$ cat config.mk
export PLATFORM = sky130hd
export DESIGN_NAME = conv_cfg
export DESIGN_NICKNAME = d
export VERILOG_FILES = /design/src/rtl/conv_cfg_pkg.sv /design/src/rtl/conv_cfg.sv
export SDC_FILE = /design/constraint.sdc
export NUM_CORES = 1
export LEC_CHECK = 0
export BUFFER_PORTS_ARGS = -buffer_cell sky130_fd_sc_hd__clkbuf_2
export CAP_MARGIN = 10
export CORE_MARGIN = 2
export CORE_UTILIZATION = 50
export DETAILED_ROUTE_END_ITERATION = 12
export PLACE_DENSITY = 0.79
export REMOVE_ABC_BUFFERS = 1
export SLEW_MARGIN = 25
export SYNTH_ARGS = -nofsm -noshare
export SYNTH_HDL_FRONTEND = slang
export SYNTH_SLANG_ARGS = --single-unit
$ cat constraint.sdc
create_clock -name clk -period 3.9 [get_ports clk]
set_clock_uncertainty 0.2 [all_clocks]
set_input_delay 0.585 -clock clk [delete_from_list [all_inputs] [get_ports clk]]
set_output_delay 0.585 -clock clk [all_outputs]
set_load 0.005 [all_outputs]
$ cat src/rtl/conv_cfg_pkg.sv
// constants and types for the cascaded convolver configuration block
// Notes on behaviour
// - load_in_progress asserted during register load sequence
// - first_line_skip high bypasses first delay; interlaced marks field (here it bypasses no delay and only drives field_odd)
// - load after power_on_clear release; chip select reloads
// - extended pixels: low byte live, high previous
// - open host_mode_select pulls up to host mode
// - host_data_bus writes and reads back registers
// - reply_out acknowledges each host strobe
// - control A bits 6:4 set mode; 3:0 ignored standalone
// - control C bits 5:4 pick 20-bit result field (here only bit 4 counts: bits 23:4 or bits 19:0)
// - gain puts top 16 bits out; flag overflow
// - control B bits 2:1 line length, bit 3 offset (here bit 3 is the top bit of line_len_mode)
// - control D 3:2 01 four, 11 twelve clocks
// - control D 3:2 10 gives eight clocks
// - control D bit 1 shifts internal sum eight places
// - expansion out four clocks; D bit 0 adds four
// - above 20 MHz cascade precision limited to 16 bits
package conv_cfg_pkg;
  localparam int unsigned NUM_REGS      = 4;
  localparam logic [1:0]  REG_A         = 2'h0;
  localparam logic [1:0]  REG_B         = 2'h1;
  localparam logic [1:0]  REG_C         = 2'h2;
  localparam logic [1:0]  REG_D         = 2'h3;
  localparam logic [7:0]  REG_RESET     = 8'h00;
  localparam int unsigned A_MODE_LSB    = 4;
  localparam int unsigned C_FIELD_LSB   = 4;
  localparam int unsigned D_LS_LSB      = 2;
  localparam int unsigned D_SHIFT_BIT   = 1;
  localparam int unsigned D_EXP_BIT     = 0;
  localparam int unsigned B_EXT_BIT     = 3;
  localparam int unsigned FIELD_W       = 20;
  localparam int unsigned FIELD_STEP    = 4;
  localparam int unsigned OUT_W         = 16;
  localparam int unsigned SUM_W         = 32;
  localparam int unsigned SPLIT_SHIFT   = 8;
  localparam int unsigned EXP_LAT       = 4;
  localparam int unsigned LS_MAX_DLY    = 12;
  localparam int unsigned DEL_BASE      = 4;
  localparam int unsigned DEL_MAX       = 24;
  // mode code with a 16-bit cascade limit (above 20 MHz pixel rate)
  localparam logic [2:0]  MODE_40MHZ    = 3'h0;
  typedef enum logic [1:0] {
    LD_IDLE = 2'b00,
    LD_ADDR = 2'b01,
    LD_DATA = 2'b10
  } load_state_t;
endpackage : conv_cfg_pkg

$ cat src/rtl/conv_cfg.sv
// configuration, load sequencer and cascade alignment for the convolver
//
// Decided for this implementation: the plain strobed port and the register offsets.
`timescale 1ns/1ps
`default_nettype none
module conv_cfg
  import conv_cfg_pkg::*;
#(
  parameter int unsigned EPROM_AW = 4,
  parameter int unsigned SETTLE   = 2
) (
  // clock and reset
  input  wire logic                clk,
  input  wire logic                rst_b,
  // pins from outside, synchronised here
  input  wire logic                power_on_clear_b,
  input  wire logic                chip_select,
  input  wire logic                host_mode_select,
  input  wire logic                standalone_select_b,
  input  wire logic                primary_select_b,
  input  wire logic                host_strobe,
  input  wire logic                host_read,
  input  wire logic                first_line_skip,
  input  wire logic                cascade_ctrl_in,
  // host / eprom bus: address out, data two-way
  output logic [EPROM_AW+1:0]      eprom_addr,
  input  wire logic [7:0]          host_data_in,
  output logic [7:0]               host_data_out,
  output logic                     host_data_oe_b,
  input  wire logic [1:0]          host_reg_sel,
  output logic                     reply_out,
  output logic                     load_in_progress,
  // pixel and arithmetic datapath
  input  wire logic [7:0]          live_pixel_in,
  input  wire logic [7:0]          prev_field_pixel_in,
  input  wire logic [SUM_W-1:0]    internal_sum,
  input  wire logic [SUM_W-1:0]    expansion_in,
  input  wire logic [3:0]          gain_shift,
  output logic [15:0]              line_store_pixel,
  output logic                     field_odd,
  output logic [SUM_W-1:0]         expansion_out,
  output logic [OUT_W-1:0]         result_out,
  output logic                     result_saturation_flag,
  output logic [7:0]               delayed_pixel_out,
  // configuration seen by the rest of the device
  output logic [2:0]               array_mode,
  output logic [2:0]               line_len_mode,
  output logic                     cascade_limit16
);
  // two-flop synchronisers for all asynchronous pins
  logic [7:0] sync1_reg;
  logic [7:0] sync2_reg;
  always_ff @(posedge clk or negedge rst_b) begin
    if (!rst_b) begin
      sync1_reg <= 8'h00;
      sync2_reg <= 8'h00;
    end else begin
      sync1_reg <= {cascade_ctrl_in, first_line_skip, host_read, host_strobe,
                    primary_select_b, standalone_select_b, host_mode_select, chip_select};
      sync2_reg <= sync1_reg;
    end
  end
  // clear pin: two sync flops plus one more for its rising edge
  logic [2:0] clr_sync_reg;
  always_ff @(posedge clk or negedge rst_b) begin
    if (!rst_b) clr_sync_reg <= 3'h0;
    else        clr_sync_reg <= {clr_sync_reg[1:0], power_on_clear_b};
  end
  wire clr_n_s   = clr_sync_reg[1];
  wire clr_rise  = clr_sync_reg[1] & ~clr_sync_reg[2];
  wire cs_s      = sync2_reg[0];
  wire host_mode = sync2_reg[1];
  wire standalone = ~sync2_reg[2];
  wire strobe_s  = sync2_reg[4];
  wire rd_s      = sync2_reg[5];
  wire skip_s    = sync2_reg[6];
  logic cs_d_reg;
  logic strobe_d_reg;
  always_ff @(posedge clk or negedge rst_b) begin
    if (!rst_b) begin
      cs_d_reg     <= 1'b0;
      strobe_d_reg <= 1'b0;
    end else begin
      cs_d_reg     <= cs_s;
      strobe_d_reg <= strobe_s;
    end
  end
  wire cs_rise     = cs_s & ~cs_d_reg;
  wire strobe_rise = strobe_s & ~strobe_d_reg;

  // control registers A..D
  logic [7:0] regs_reg [NUM_REGS];
  logic [1:0] ld_idx_reg;
  logic [EPROM_AW-1:0] bank_reg;
  load_state_t ld_state_reg, ld_state_next;
  logic [3:0] ld_cnt_reg;
  wire ld_busy    = ld_state_reg != LD_IDLE;
  wire ld_capture = ld_state_reg == LD_DATA && ld_cnt_reg == 4'(SETTLE);
  wire ld_start   = !host_mode && (clr_rise || (cs_rise && clr_n_s));
  wire host_wr    = host_mode && strobe_rise && !rd_s && clr_n_s;
  wire host_rd    = host_mode && strobe_rise && rd_s;

  // eprom load sequencer: one address per register, settle, capture
  always_comb begin
    ld_state_next = ld_state_reg;
    unique case (ld_state_reg)
      LD_IDLE: if (ld_start) ld_state_next = LD_ADDR;
      LD_ADDR: ld_state_next = LD_DATA;
      LD_DATA: if (ld_capture) ld_state_next = (ld_idx_reg == REG_D) ? LD_IDLE : LD_ADDR;
      default: ld_state_next = LD_IDLE;   // unused code falls back to idle
    endcase
  end
  always_ff @(posedge clk or negedge rst_b) begin
    if (!rst_b) begin
      ld_state_reg <= LD_IDLE;
      ld_cnt_reg   <= 4'h0;
      ld_idx_reg   <= REG_A;
      bank_reg     <= '0;
    end else begin
      ld_state_reg <= ld_state_next;
      ld_cnt_reg   <= (ld_state_reg == LD_DATA && !ld_capture) ? ld_cnt_reg + 4'h1 : 4'h0;
      if (ld_start) ld_idx_reg <= REG_A;
      else if (ld_capture) ld_idx_reg <= ld_idx_reg + 2'h1;
      if (ld_start && cs_rise) bank_reg <= bank_reg + EPROM_AW'(1); // step to the next set on each chip select reload
    end
  end

  // register writes from eprom load or host strobe
  always_ff @(posedge clk or negedge rst_b) begin
    if (!rst_b) begin
      for (int i = 0; i < NUM_REGS; i++) regs_reg[i] <= REG_RESET;
    end else if (ld_capture) begin
      regs_reg[ld_idx_reg] <= host_data_in;
    end else if (host_wr) begin
      regs_reg[host_reg_sel] <= host_data_in;
    end
  end

  // host read-back and reply handshake; reply drops with the strobe
  always_ff @(posedge clk or negedge rst_b) begin
    if (!rst_b) begin
      host_data_out    <= 8'h00;
      host_data_oe_b   <= 1'b1;
      reply_out        <= 1'b0;
      load_in_progress <= 1'b0;
      eprom_addr       <= '0;
    end else begin
      if (host_rd) host_data_out <= regs_reg[host_reg_sel];
      host_data_oe_b   <= ~(host_mode && strobe_s && rd_s);
      reply_out        <= host_mode && strobe_s && (strobe_d_reg || strobe_rise);
      load_in_progress <= ld_busy && !host_mode;
      eprom_addr       <= {bank_reg, ld_idx_reg};
    end
  end

  // configuration decode
  wire [2:0] mode_w      = regs_reg[REG_A][A_MODE_LSB +: 3];
  wire [1:0] field_sel_w = regs_reg[REG_C][C_FIELD_LSB +: 2];
  wire [1:0] ls_dly_w    = regs_reg[REG_D][D_LS_LSB +: 2];
  wire       split_w     = regs_reg[REG_D][D_SHIFT_BIT];
  wire       exp_dly_w   = regs_reg[REG_D][D_EXP_BIT];
  wire [2:0] line_len_w  = {regs_reg[REG_B][B_EXT_BIT], regs_reg[REG_B][2:1]};
  // cascade bits of register A only matter when cascaded
  wire [3:0] casc_bits_w = standalone ? 4'h0 : regs_reg[REG_A][3:0];

  // line store input delay: 0/4/8/12 clocks
  function automatic logic [3:0] ls_delay(input logic [1:0] code);
    ls_delay = 4'(code) << 2;
  endfunction
  logic [15:0] pix_pipe_reg [LS_MAX_DLY+1];
  wire  [15:0] pix_in_w = {prev_field_pixel_in, live_pixel_in};
  always_ff @(posedge clk or negedge rst_b) begin
    if (!rst_b) begin
      for (int i = 0; i <= LS_MAX_DLY; i++) pix_pipe_reg[i] <= 16'h0000;
    end else begin
      pix_pipe_reg[0] <= pix_in_w;
      for (int i = 1; i <= LS_MAX_DLY; i++) pix_pipe_reg[i] <= pix_pipe_reg[i-1];
    end
  end

  // expansion input: optional four extra delays
  logic [SUM_W-1:0] exp_pipe_reg [EXP_LAT];
  always_ff @(posedge clk or negedge rst_b) begin
    if (!rst_b) begin
      for (int i = 0; i < EXP_LAT; i++) exp_pipe_reg[i] <= '0;
    end else begin
      exp_pipe_reg[0] <= expansion_in;
      for (int i = 1; i < EXP_LAT; i++) exp_pipe_reg[i] <= exp_pipe_reg[i-1];
    end
  end
  wire [SUM_W-1:0] exp_sel_w = exp_dly_w ? exp_pipe_reg[EXP_LAT-1] : expansion_in;

  // internal sum shift and expansion add; 16-bit limit at top rate
  wire [SUM_W-1:0] sum_sh_w  = split_w ? (internal_sum << SPLIT_SHIFT) : internal_sum;
  wire [SUM_W-1:0] total_w   = sum_sh_w + exp_sel_w;
  wire             lim16_w   = mode_w == MODE_40MHZ;
  wire [SUM_W-1:0] total_l_w = lim16_w ? {{(SUM_W-OUT_W){total_w[OUT_W-1]}}, total_w[OUT_W-1:0]} : total_w;

  // expansion output: four-clock inherent latency, the output flop being the last stage
  logic [SUM_W-1:0] xo_pipe_reg [EXP_LAT-1];
  always_ff @(posedge clk or negedge rst_b) begin
    if (!rst_b) begin
      for (int i = 0; i < EXP_LAT-1; i++) xo_pipe_reg[i] <= '0;
    end else begin
      xo_pipe_reg[0] <= total_l_w;
      for (int i = 1; i < EXP_LAT-1; i++) xo_pipe_reg[i] <= xo_pipe_reg[i-1];
    end
  end

  // field select and gain: top 16 bits of the shifted field
  wire [FIELD_W-1:0] field_w  = field_sel_w[0] ? total_l_w[FIELD_STEP +: FIELD_W] : total_l_w[FIELD_W-1:0];
  wire [FIELD_W+14:0] gained_w = {15'h0000, field_w} << gain_shift;
  wire                 ovf_w    = |gained_w[FIELD_W+14:FIELD_W];

  // delayed pixel output: base plus cascade extra from casc bits
  logic [7:0] del_pipe_reg [DEL_MAX];
  wire  [4:0] del_tap_w = 5'(DEL_BASE) + (casc_bits_w[0] ? 5'h04 : 5'h00)
                        + (casc_bits_w[1] ? 5'h10 : 5'h00);
  always_ff @(posedge clk or negedge rst_b) begin
    if (!rst_b) begin
      for (int i = 0; i < DEL_MAX; i++) del_pipe_reg[i] <= 8'h00;
    end else begin
      del_pipe_reg[0] <= live_pixel_in;
      for (int i = 1; i < DEL_MAX; i++) del_pipe_reg[i] <= del_pipe_reg[i-1];
    end
  end

  // registered outputs
  always_ff @(posedge clk or negedge rst_b) begin
    if (!rst_b) begin
      line_store_pixel       <= 16'h0000;
      field_odd              <= 1'b0;
      expansion_out          <= '0;
      result_out             <= '0;
      result_saturation_flag <= 1'b0;
      delayed_pixel_out      <= 8'h00;
      array_mode             <= 3'h0;
      line_len_mode          <= 3'h0;
      cascade_limit16        <= 1'b0;
    end else begin
      line_store_pixel       <= pix_pipe_reg[ls_delay(ls_dly_w)];
      field_odd              <= skip_s;
      expansion_out          <= xo_pipe_reg[EXP_LAT-2];
      result_out             <= gained_w[FIELD_W-1 -: OUT_W];
      result_saturation_flag <= ovf_w;
      delayed_pixel_out      <= del_pipe_reg[del_tap_w - 5'h01];
      array_mode             <= mode_w;
      line_len_mode          <= line_len_w;
      cascade_limit16        <= lim16_w;
    end
  end

  // assertions
  a_reply_follows: assert property (@(posedge clk) disable iff (!rst_b)
    host_mode && strobe_rise |=> reply_out) else $error("reply missing");
  a_reply_drop: assert property (@(posedge clk) disable iff (!rst_b)
    !strobe_s |=> !reply_out) else $error("reply held without strobe");
  a_load_flag: assert property (@(posedge clk) disable iff (!rst_b)
    ld_start |-> ##2 load_in_progress) else $error("load flag missing");
  a_exp_latency: assert property (@(posedge clk) disable iff (!rst_b)
    ##4 1'b1 |-> expansion_out == $past(total_l_w, 4)) else $error("expansion latency");
  a_ls_eight: assert property (@(posedge clk) disable iff (!rst_b)
    ##12 ls_dly_w == 2'b10 && $stable(ls_dly_w) |=> line_store_pixel == $past(pix_in_w, 10))
    else $error("eight delay wrong");
  a_ovf_flag: assert property (@(posedge clk) disable iff (!rst_b)
    ovf_w |=> result_saturation_flag) else $error("overflow lost");
  c_eprom_load: cover property (@(posedge clk) disable iff (!rst_b) ld_start ##[1:60] !ld_busy);
  c_host_write: cover property (@(posedge clk) disable iff (!rst_b) host_wr);
  c_host_read:  cover property (@(posedge clk) disable iff (!rst_b) host_rd ##1 reply_out);
endmodule : conv_cfg
`default_nettype wire

## Yosys cells after proc, flatten, opt, wreduce, memory -nomap -nowiden

Index checks and enable logic that the tools add are counted.

| word-level totals | value |
|---|---|
| memories kept | 0 |
| word-level logic and storage cells | 160 |
| latch bits | 0 |
| flip-flop bits (word level) | 785 |
| bits of input ports | 105 |
| memory bits (read-only) | 0 |
| memory bits (writable) | 0 |
| output and inout port bits | 98 |

| cells by class | value |
|---|---|
| bitwise logic cells | 11 |
| shift operators | 1 |
| multiply operators | 0 |
| divide/modulo/power cells | 0 |
| reduce and logical (&&, ||, !) cells | 27 |
| mux-type cells | 31 |
| equal/unequal tests | 6 |
| $lt $le $gt $ge | 6 |
| add/sub/neg operators | 7 |

Operators by type and width:

| operator | number |
|---|---|
| $mux W32 | 5 |
| $bmux W16 S4 | 1 |
| $bwmux W32 | 2 |
| $mux W8 | 6 |
| $bmux W8 S5 | 1 |
| $shl A20 B4 Y35 | 1 |
| $add A32 B32 Y32 | 1 |
| $demux W8 S2 | 2 |
| $mux W16 | 2 |
| $mux W20 | 1 |
| $bmux W8 S2 | 1 |
| $logic_and A1 B1 Y1 | 15 |
| $reduce_or A15 Y1 | 1 |
| $mux W2 | 5 |
| $add A4 B1 Y4 const B | 2 |
| $ge A3 B3 Y1 const B | 2 |
| $ge A6 B6 Y1 const B | 1 |
| $lt A3 B1 Y1 const B | 2 |
| $not A2 Y3 | 2 |
| $not A5 Y6 | 1 |
| $pmux W2 S3 | 1 |
| $reduce_bool A2 Y1 | 3 |
| $add A4 B5 Y5 | 1 |
| $ge A5 B5 Y1 const B | 1 |
| 19 further kinds | 29 |

## Depth between registers and ports, before layout

Gate-level depths: netlist of run 1.

| logic depth | value |
|---|---|
| depth after elaboration | 9 |
| gate-level depth with buffers | 18 |

## Worst setup path before layout of run 1

No wires, ideal clock.

| path | value |
|---|---|
| kind | flip-flop to flip-flop |
| start point | register regs_reg (netlist bit exp_dly_w) |
| end point | register result_saturation_flag |
| cell stages (with the launch flop) | 18 |
| arrival time | 4.013 ns |
| slack | -0.456 ns |
| period minus slack after synthesis | 4.356 ns |
| setup time | 0.143 ns |
| buffers on the path | 2 |
| cells stage by stage | dfrtp_1 > clkbuf_1 > clkbuf_1 > mux2i_1 > inv_1 > ha_1 > a211oi_2 > o21ai_2 > o2111a_2 > o21ai_4 > xor2_4 > inv_4 > a211oi_4 > a21oi_1 > mux4_2 > nand4b_1 > o311ai_1 > nand3_1 |

| between the ends | value |
|---|---|
| longest elaborated chain between the ends | 6 |

Ends and longest elaborated chain:

| item | RTL line | source |
|---|---|---|
| from (decl) | conv_cfg.sv:92 | `logic [7:0] regs_reg [NUM_REGS];` |
| from (signal, indexed assignment) | conv_cfg.sv:133 | `regs_reg[ld_idx_reg] <= host_data_in;` |
| from (signal, indexed assignment) | conv_cfg.sv:135 | `regs_reg[host_reg_sel] <= host_data_in;` |
| $mux W32 | conv_cfg.sv:191 | `wire [SUM_W-1:0] exp_sel_w = exp_dly_w ? exp_pipe_reg[EXP_LAT-1] : expansion_in;` |
| $add A32 B32 Y32 | conv_cfg.sv:195 | `wire [SUM_W-1:0] total_w = sum_sh_w + exp_sel_w;` |
| $mux W32 | conv_cfg.sv:197 | `wire [SUM_W-1:0] total_l_w = lim16_w ? {{(SUM_W-OUT_W){total_w[OUT_W-1]}}, total_w[OUT_W-1:0]} : total_w;` |
| via total_l_w[15] | conv_cfg.sv:197 |  |
| $mux W20 | conv_cfg.sv:211 | `wire [FIELD_W-1:0] field_w = field_sel_w[0] ? total_l_w[FIELD_STEP +: FIELD_W] : total_l_w[FIELD_W-1:0];` |
| $shl A20 B4 Y35 | conv_cfg.sv:212 | `wire [FIELD_W+14:0] gained_w = {15'h0000, field_w} << gain_shift;` |
| $reduce_or A15 Y1 | conv_cfg.sv:213 | `wire ovf_w = \|gained_w[FIELD_W+14:FIELD_W];` |
| via ovf_w | conv_cfg.sv:213 |  |
| to (signal assigned) | conv_cfg.sv:245 | `result_saturation_flag <= ovf_w;` |
| to (decl) | conv_cfg.sv:43 | `output logic result_saturation_flag,` |

The timed path passes the listed nets, and every way through them passes these cells.
A chain may end at the register's enable or synchronous reset.

## Final worst setup path of run 1

| path | value |
|---|---|
| start point | register regs_reg (netlist bit exp_dly_w) |
| end point | register result_saturation_flag |

| between the ends | value |
|---|---|
| longest elaborated chain between the ends | 6 |

Ends and longest elaborated chain:

| item | RTL line |
|---|---|
| $mux W32 | conv_cfg.sv:191 |
| $add A32 B32 Y32 | conv_cfg.sv:195 |
| $mux W32 | conv_cfg.sv:197 |
| $mux W20 | conv_cfg.sv:211 |
| $shl A20 B4 Y35 | conv_cfg.sv:212 |
| $reduce_or A15 Y1 | conv_cfg.sv:213 |
| via ovf_w | conv_cfg.sv:213 |

The timed path passes the listed nets, and every way through them passes these cells.

==> flow_summary.yaml, run 1 <==
outcome:
  status: "finished with violations"
  violations: "negative setup slack"
sta:
  tightest_slew_ns: 0.966
  fin_crit_ns: 4.20
  finalMaxSlewViolations: 0
  tns_ns: -1.97
  hold_viol: 0
  fmax_ghz: 0.238
  grt_setup_unrepaired: "yes"
  fin_ws_ns: -0.304
  slew_headroom_pct: 35.6
  setup_viol: 13
  timing.final.crit_share_pct: 108
  whs_ns: 0.0740
worst_setup_path:
  cp_slowest_cell: "dfrtp_4"
  path_cells: "mux2_4 -> ha_4 -> inv_2 -> fa_2 -> nor2b_4 -> o211ai_1 -> a211oi_2 -> buf_4 -> nand2b_4 -> xnor2_2 -> o22a_1 -> o21ai_1 -> mux4_2 -> buf_4 -> nand4bb_1 -> o311ai_2 -> nand3_1"
  worstPathArrival_ns: 4.45
  worstPathMaxFanout: 8
  crit_path_frequent_cell: "buf_4"
  crit_path_start_kind: "register"
  required_ns: 4.14
  rrSetupSlack_ns: -0.30
  crit_type: "register to register"
  cp-end-kind: "register"
  slowest_delay_ns: 0.59
floorplanning:
  die_w_um: 217
  core_sq_um: 44400
  pin_count: 203
  dieHeight_um: 217
  rows: 77
  start_util_pct: 50.9
  die-area_sq_um: 46900
clock_tree:
  cts_root_buffer: "clkbuf_16"
  h-tree-depth: 3
  cts_num_sinks: 679
  numCtsBuffers: 66
  cts_tree: "done"
  cts.reportedPaths.clkPinSlew_ns: 0.06
  clockBufferDepth: 3
  clk_latency_ns: 0.59
power:
  power.density_nw_per_um2: 669
  power_frac_comb_pct: 22.4
  intPower_mw: 14.2
  ir_worst_vdd_v: 0.000513
  pwr-share-clk_pct: 32.9
  netSwitchingFraction_pct: 27.6
  p_leak_nw: 13.4
  fin_total_pwr_mw: 19.6
  p_switching_mw: 5.39
  pwr-share-seq_pct: 44.7
drt:
  ant_nets: 0
  dr_wl_met2_um: 23700
  totalWireLength_um: 49100
  wl_per_cell_um: 19.8
  vias: 12900
  wl_met1_um: 21700
  drt_iter0_drc: 824
  met3_length_um: 2480
  routed.top_layer: "met4"
  viasPerCell: 5.19
  drtPass1Iterations: 5
  drc_errors: 0
synth:
  ys_seq_area_share_pct: 75.1
  syn-cell-area_sq_um: 22600
  async_reset_ff_share_pct: 100
  synth_most_common_cell: "dfrtp_1"
  yosys_most_used_dff: "dfrtp_1"
  synth_common_cells: "dfrtp_1 (678), mux2_2 (101), nor2_1 (52)"
  synth_edf_count: 0
  synth_top_area_share_pct: 75.0
  synth_top_cell_by_area: "dfrtp_1"
  synth_area_leaders: "dfrtp_1 (75%), mux2_2 (5.0%), mux4_2 (3.2%)"
  synth_cells: 1390
  syn-mean-instance-area_sq_um: 16.3
  ys_types: 79
  synth_seq_cells: 679
  yosys_warnings: 0
grt:
  grt_pass1_vias: 14000
  grt_overflow_total: 0
  track_usage_pct: 21.4
  antenna_found_initial: 4
  grt_pass1_wl_um: 77500
  grt_max_degree: 136
layout:
  fillers: 2919
  multiInputGateArea_sq_um: 6110
  finish.instance_area_sq_um: 29200
  seqCellArea_sq_um: 17000
  syn2layout_area_growth_pct: 29.3
  largest_reg_flops: 179
  finish.utilization_pct: 65.8
  layoutNonFillerInstCount: 2484
  fin_nets: 1982
  drive_gt1_share_pct: 39.1
min_path:
  hp-class: "primary input to register"
placement:
  post-dp-hpwl_um: 31000
  gp_congestion: 0.865
  detailedPlace.worstSlack_ns: -0.580
  placed_area_sq_um: 25300
  place_inst: 2277
  io_buffers: 200
job:
  drv_cap: 0
## placed cells by master (no fill, tap or decap), drive strengths merged, types with 32 or more instances in the layout
cell type / synthesis / final
inv: 31 / 35
buf: 12 / 173
o21ai: 57 / 57
dfrtp: 678 / 678
clkbuf: 36 / 286
mux2i: 34 / 34
nand2: 51 / 51
mux4: 32 / 32
mux2: 101 / 101
a21oi: 52 / 52
nor2: 52 / 52
ha: 38 / 38
dlygate4sd3: 0 / 56
## worst max-delay path, delay by kind of cell, from the launching register on
family | cells | cell delay (ns)
mux | 2 | 0.87
compound gates | 5 | 0.81
simple gates | 4 | 0.51
buf+inv | 3 | 0.39
xor+xnor | 1 | 0.26
fa+ha+maj | 2 | 0.40
flops | 1 | 0.59
## layout make-up
cell class              count  area share (%)
multi-input cells         630            20.9
flip-flops and latches    679            58.1
clock buffers              87            6.34
repair buffers            428            10.3
clock inverters            30            1.30
well taps                 592            2.53
inverters                  33           0.432
diodes                      5          0.0428
## layer usage
layer	up-vias	GRT usage, %
li1	5727	-
met1	6717	30.2
met2	374	33.9
met3	79	3.83
met4	0	7.74
met5	-	0
## kinds of logic after synthesis
family                   share of synthesized area [%]
multiplexers                                      9.72
buffers and inverters                             1.38
XOR/XNOR                                          1.32
AND/OR/NAND/NOR                                   3.97
AO/OA/AOI/OAI                                     6.27
adder cells (fa/ha/maj)                           2.19
flip-flops                                        75.1
## path summary, 6_finish.rpt
path                             startpoint                     end  cells after the start
max                               exp_dly_w  result_saturation_flag                     17
min in group asynchronous             rst_b       pix_pipe_reg[108]                      2
max in group asynchronous             rst_b               field_odd                      4
min                         host_data_in[4]          field_sel_w[0]                      3
min reg2reg                del_pipe_reg[87]        del_pipe_reg[79]                      0
max reg2reg                       exp_dly_w  result_saturation_flag                     17
## timing repair
| action | 4_1_cts | 5_1_grt |
|---|---|---|
| endpoints found under the hold margin | 106 | 0 |
| endpoints found under the setup margin | 22 | 22 |
| cloned | 1 | 0 |
| pin swaps | 35 | 54 |
| buffers inserted | 22 | 9 |
| resized for setup | 90 | 86 |
| hold buffers | 56 | 0 |
## power groups by stage
stage | clock network, mW | logic [mW] | registers, mW
after floorplan | 0 | 1.85 | 8.76
after global placement | 0 | 3.55 | 8.81
final | 6.44 | 4.38 | 8.75
after detailed placement | 0 | 3.62 | 8.87
after CTS | 6.60 | 4.03 | 8.77
after global routing | 6.90 | 4.74 | 8.88
(Power assumes the default switching activity.)
==> inputs of run 2 (changes only) <==
PLACE_DENSITY = 0.76   (was 0.79)
clock period = 5 ns   (was 3.9 ns; I/O delays follow)
==> flow_summary.yaml, run 2 (same netlist as run 1, synthesis figures left out) <==
layout:
  fin_nets: 1781
  largest_reg_flops: 179
  final_common_cell: "dfrtp_1"
  mostFrequentLayoutCells: "dfrtp_1 (676), clkbuf_2 (199), mux2_2 (101)"
  seqCellArea_sq_um: 17000
  finish.instance_area_sq_um: 26600
  syn2layout_area_growth_pct: 17.7
  multiInputGateArea_sq_um: 5310
  fillers: 3278
  drive_gt1_share_pct: 28.6
grt:
  use_met2_pct: 29.0
  met3_usage_pct: 4.53
  top_usage_layer: "met2"
  antenna_found_initial: 5
  grtUsageMet1_pct: 28.0
  grt_overflow_total: 0
  track_usage_pct: 19.4
  grt_pass1_wl_um: 70100
  grt_max_degree: 136
  grt_pass1_vias: 12800
clock_tree:
  numCtsBuffers: 69
  h-tree-depth: 3
  cts_resized: 0
  clockBufferDepth: 3
  hold_buffers: 0
  cts.reportedPaths.clkPinSlew_ns: 0.06
  cts_num_sinks: 679
  post-cts-setup-buffer-count: 0
  cts_root_buffer: "clkbuf_16"
  cts_tree: "done"
  clk_latency_ns: 0.58
job:
  drv_cap: 0
floorplanning:
  rows: 77
  die_w_um: 217
  core_sq_um: 44400
  start_util_pct: 50.9
  dieHeight_um: 217
  pin_count: 203
  die-area_sq_um: 46900
worst_setup_path:
  worstReg2RegStart: "exp_dly_w"
  cp-end-kind: "register"
  worstPathMaxFanout: 29
  crit_type: "register to register"
  rrSetupSlack_ns: 0.29
  crit_path_start_kind: "register"
  required_ns: 5.24
  r2r_cells: 15
  endpoint: "result_saturation_flag"
  r2r_end: "result_saturation_flag"
  path_cells: "buf_12 -> mux2_2 -> ha_1 -> and4_1 -> nand2_1 -> a211oi_1 -> buf_4 -> nand2b_1 -> xnor2_1 -> mux2i_1 -> mux4_2 -> a2111oi_0 -> nand4bb_1 -> o311ai_1 -> nand3_1"
  cp_slowest_cell: "mux4_2"
  slowest_delay_ns: 0.50
  worstPathArrival_ns: 4.94
  critPathLaunch: "exp_dly_w"
drt:
  drt_iter0_drc: 842
  ant_nets: 0
  drc_errors: 0
  viasPerCell: 5.26
  drtPass1Iterations: 7
  vias: 12000
  wl_per_cell_um: 19.0
  totalWireLength_um: 43400
placement:
  placed_area_sq_um: 24400
  detailedPlace.worstSlack_ns: 0.223
  io_buffers: 200
  post-dp-hpwl_um: 28300
  gp_congestion: 0.868
sta:
  timing.final.crit_share_pct: 94.2
  tightest_slew_ns: 1.03
  tns_ns: 0
  finalMaxSlewViolations: 0
  fin_ws_ns: 0.291
  grt_setup_unrepaired: "no"
  setup_viol: 0
  slew_headroom_pct: 31.2
  hold_viol: 0
  fmax_ghz: 0.212
  fin_crit_ns: 4.71
power:
  power.density_nw_per_um2: 533
  fin_total_pwr_mw: 14.2
  ir_worst_vdd_v: 0.000399
  p_leak_nw: 12.2
outcome:
  status: "finished, final reports clean"
min_path:
  hp-class: "primary input to async pin"
==> run 2: cell count changes in the layout (fill, tap and decap cells not counted), moves of 11 or more <==
| cell | before | now |
|---|---|---|
| buf_4 | 152 | 20 |
| dlygate4sd3_1 | 56 | 0 |
| a21oi_1 | 29 | 51 |
| a21oi_2 | 18 | 1 |
| ha_1 | 21 | 38 |
| ha_4 | 17 | 0 |
| o21ai_0 | 29 | 43 |
| buf_6 | 11 | 0 |
| mux2_2 | 90 | 101 |
| mux2_4 | 11 | 0 |
==> run 2: area by class of cell <==
cell class                 instances  area share (%)
sequential                       679            63.9
multi-input combinational        630            19.9
timing repair buffer             224            4.66
antenna                            5          0.0470
tap                              592            2.78
clock inverter                    20           0.766
inverter                          33           0.475
clock buffer                      95            7.47
==> run 2: critical path, delay by kind of cell, from the launching register on <==
kind / cells / cell delay, ns
adder cells (fa/ha/maj): 1 / 0.43
XOR/XNOR: 1 / 0.23
AO/OA/AOI/OAI: 3 / 0.85
flip-flops: 1 / 0.48
buffers and inverters: 2 / 0.43
AND/OR/NAND/NOR: 5 / 0.86
multiplexers: 3 / 1.05
==> run 2: worst min-delay path by stage <==
stage	start	to	cells past startpoint
2_1_floorplan	clr_sync_reg[0]	clr_sync_reg[1]	0
3_3_place_gp	del_pipe_reg[169]	del_pipe_reg[161]	0
3_5_place_dp	del_pipe_reg[170]	del_pipe_reg[162]	0
4_1_cts	live_pixel_in[4]	del_pipe_reg[188]	1
5_1_grt	live_pixel_in[3]	del_pipe_reg[187]	1
6_report	rst_b	pix_pipe_reg[187]	1
==> run 2: routing by layer <==
metal | vias up | part of all wire, %
met4 | 0 | 2.4
met5 | - | 0
met2 | 350 | 46
li1 | 5317 | -
met3 | 72 | 5.7
met1 | 6242 | 46
==> run 2: stage by stage <==
stage	cells	hold WS [ns]	utilization, %
final	2278	0.0338	59.9
after global placement	2158	0.131	55.0
after CTS	2273	0.0347	59.9
after global routing	2278	0.0423	59.9
after floorplan	1342	0.131	-
after detailed placement	2158	0.135	55.0
==> run 2: where the power goes <==
group          total (mW)  internal [mW]  switching (mW)  leakage [nW]
clock                4.92           2.93            1.99          1.07
sequential           6.82           6.42           0.399          7.99
combinational        2.46           1.10            1.36          3.14
total                14.2           10.4            3.75          12.2
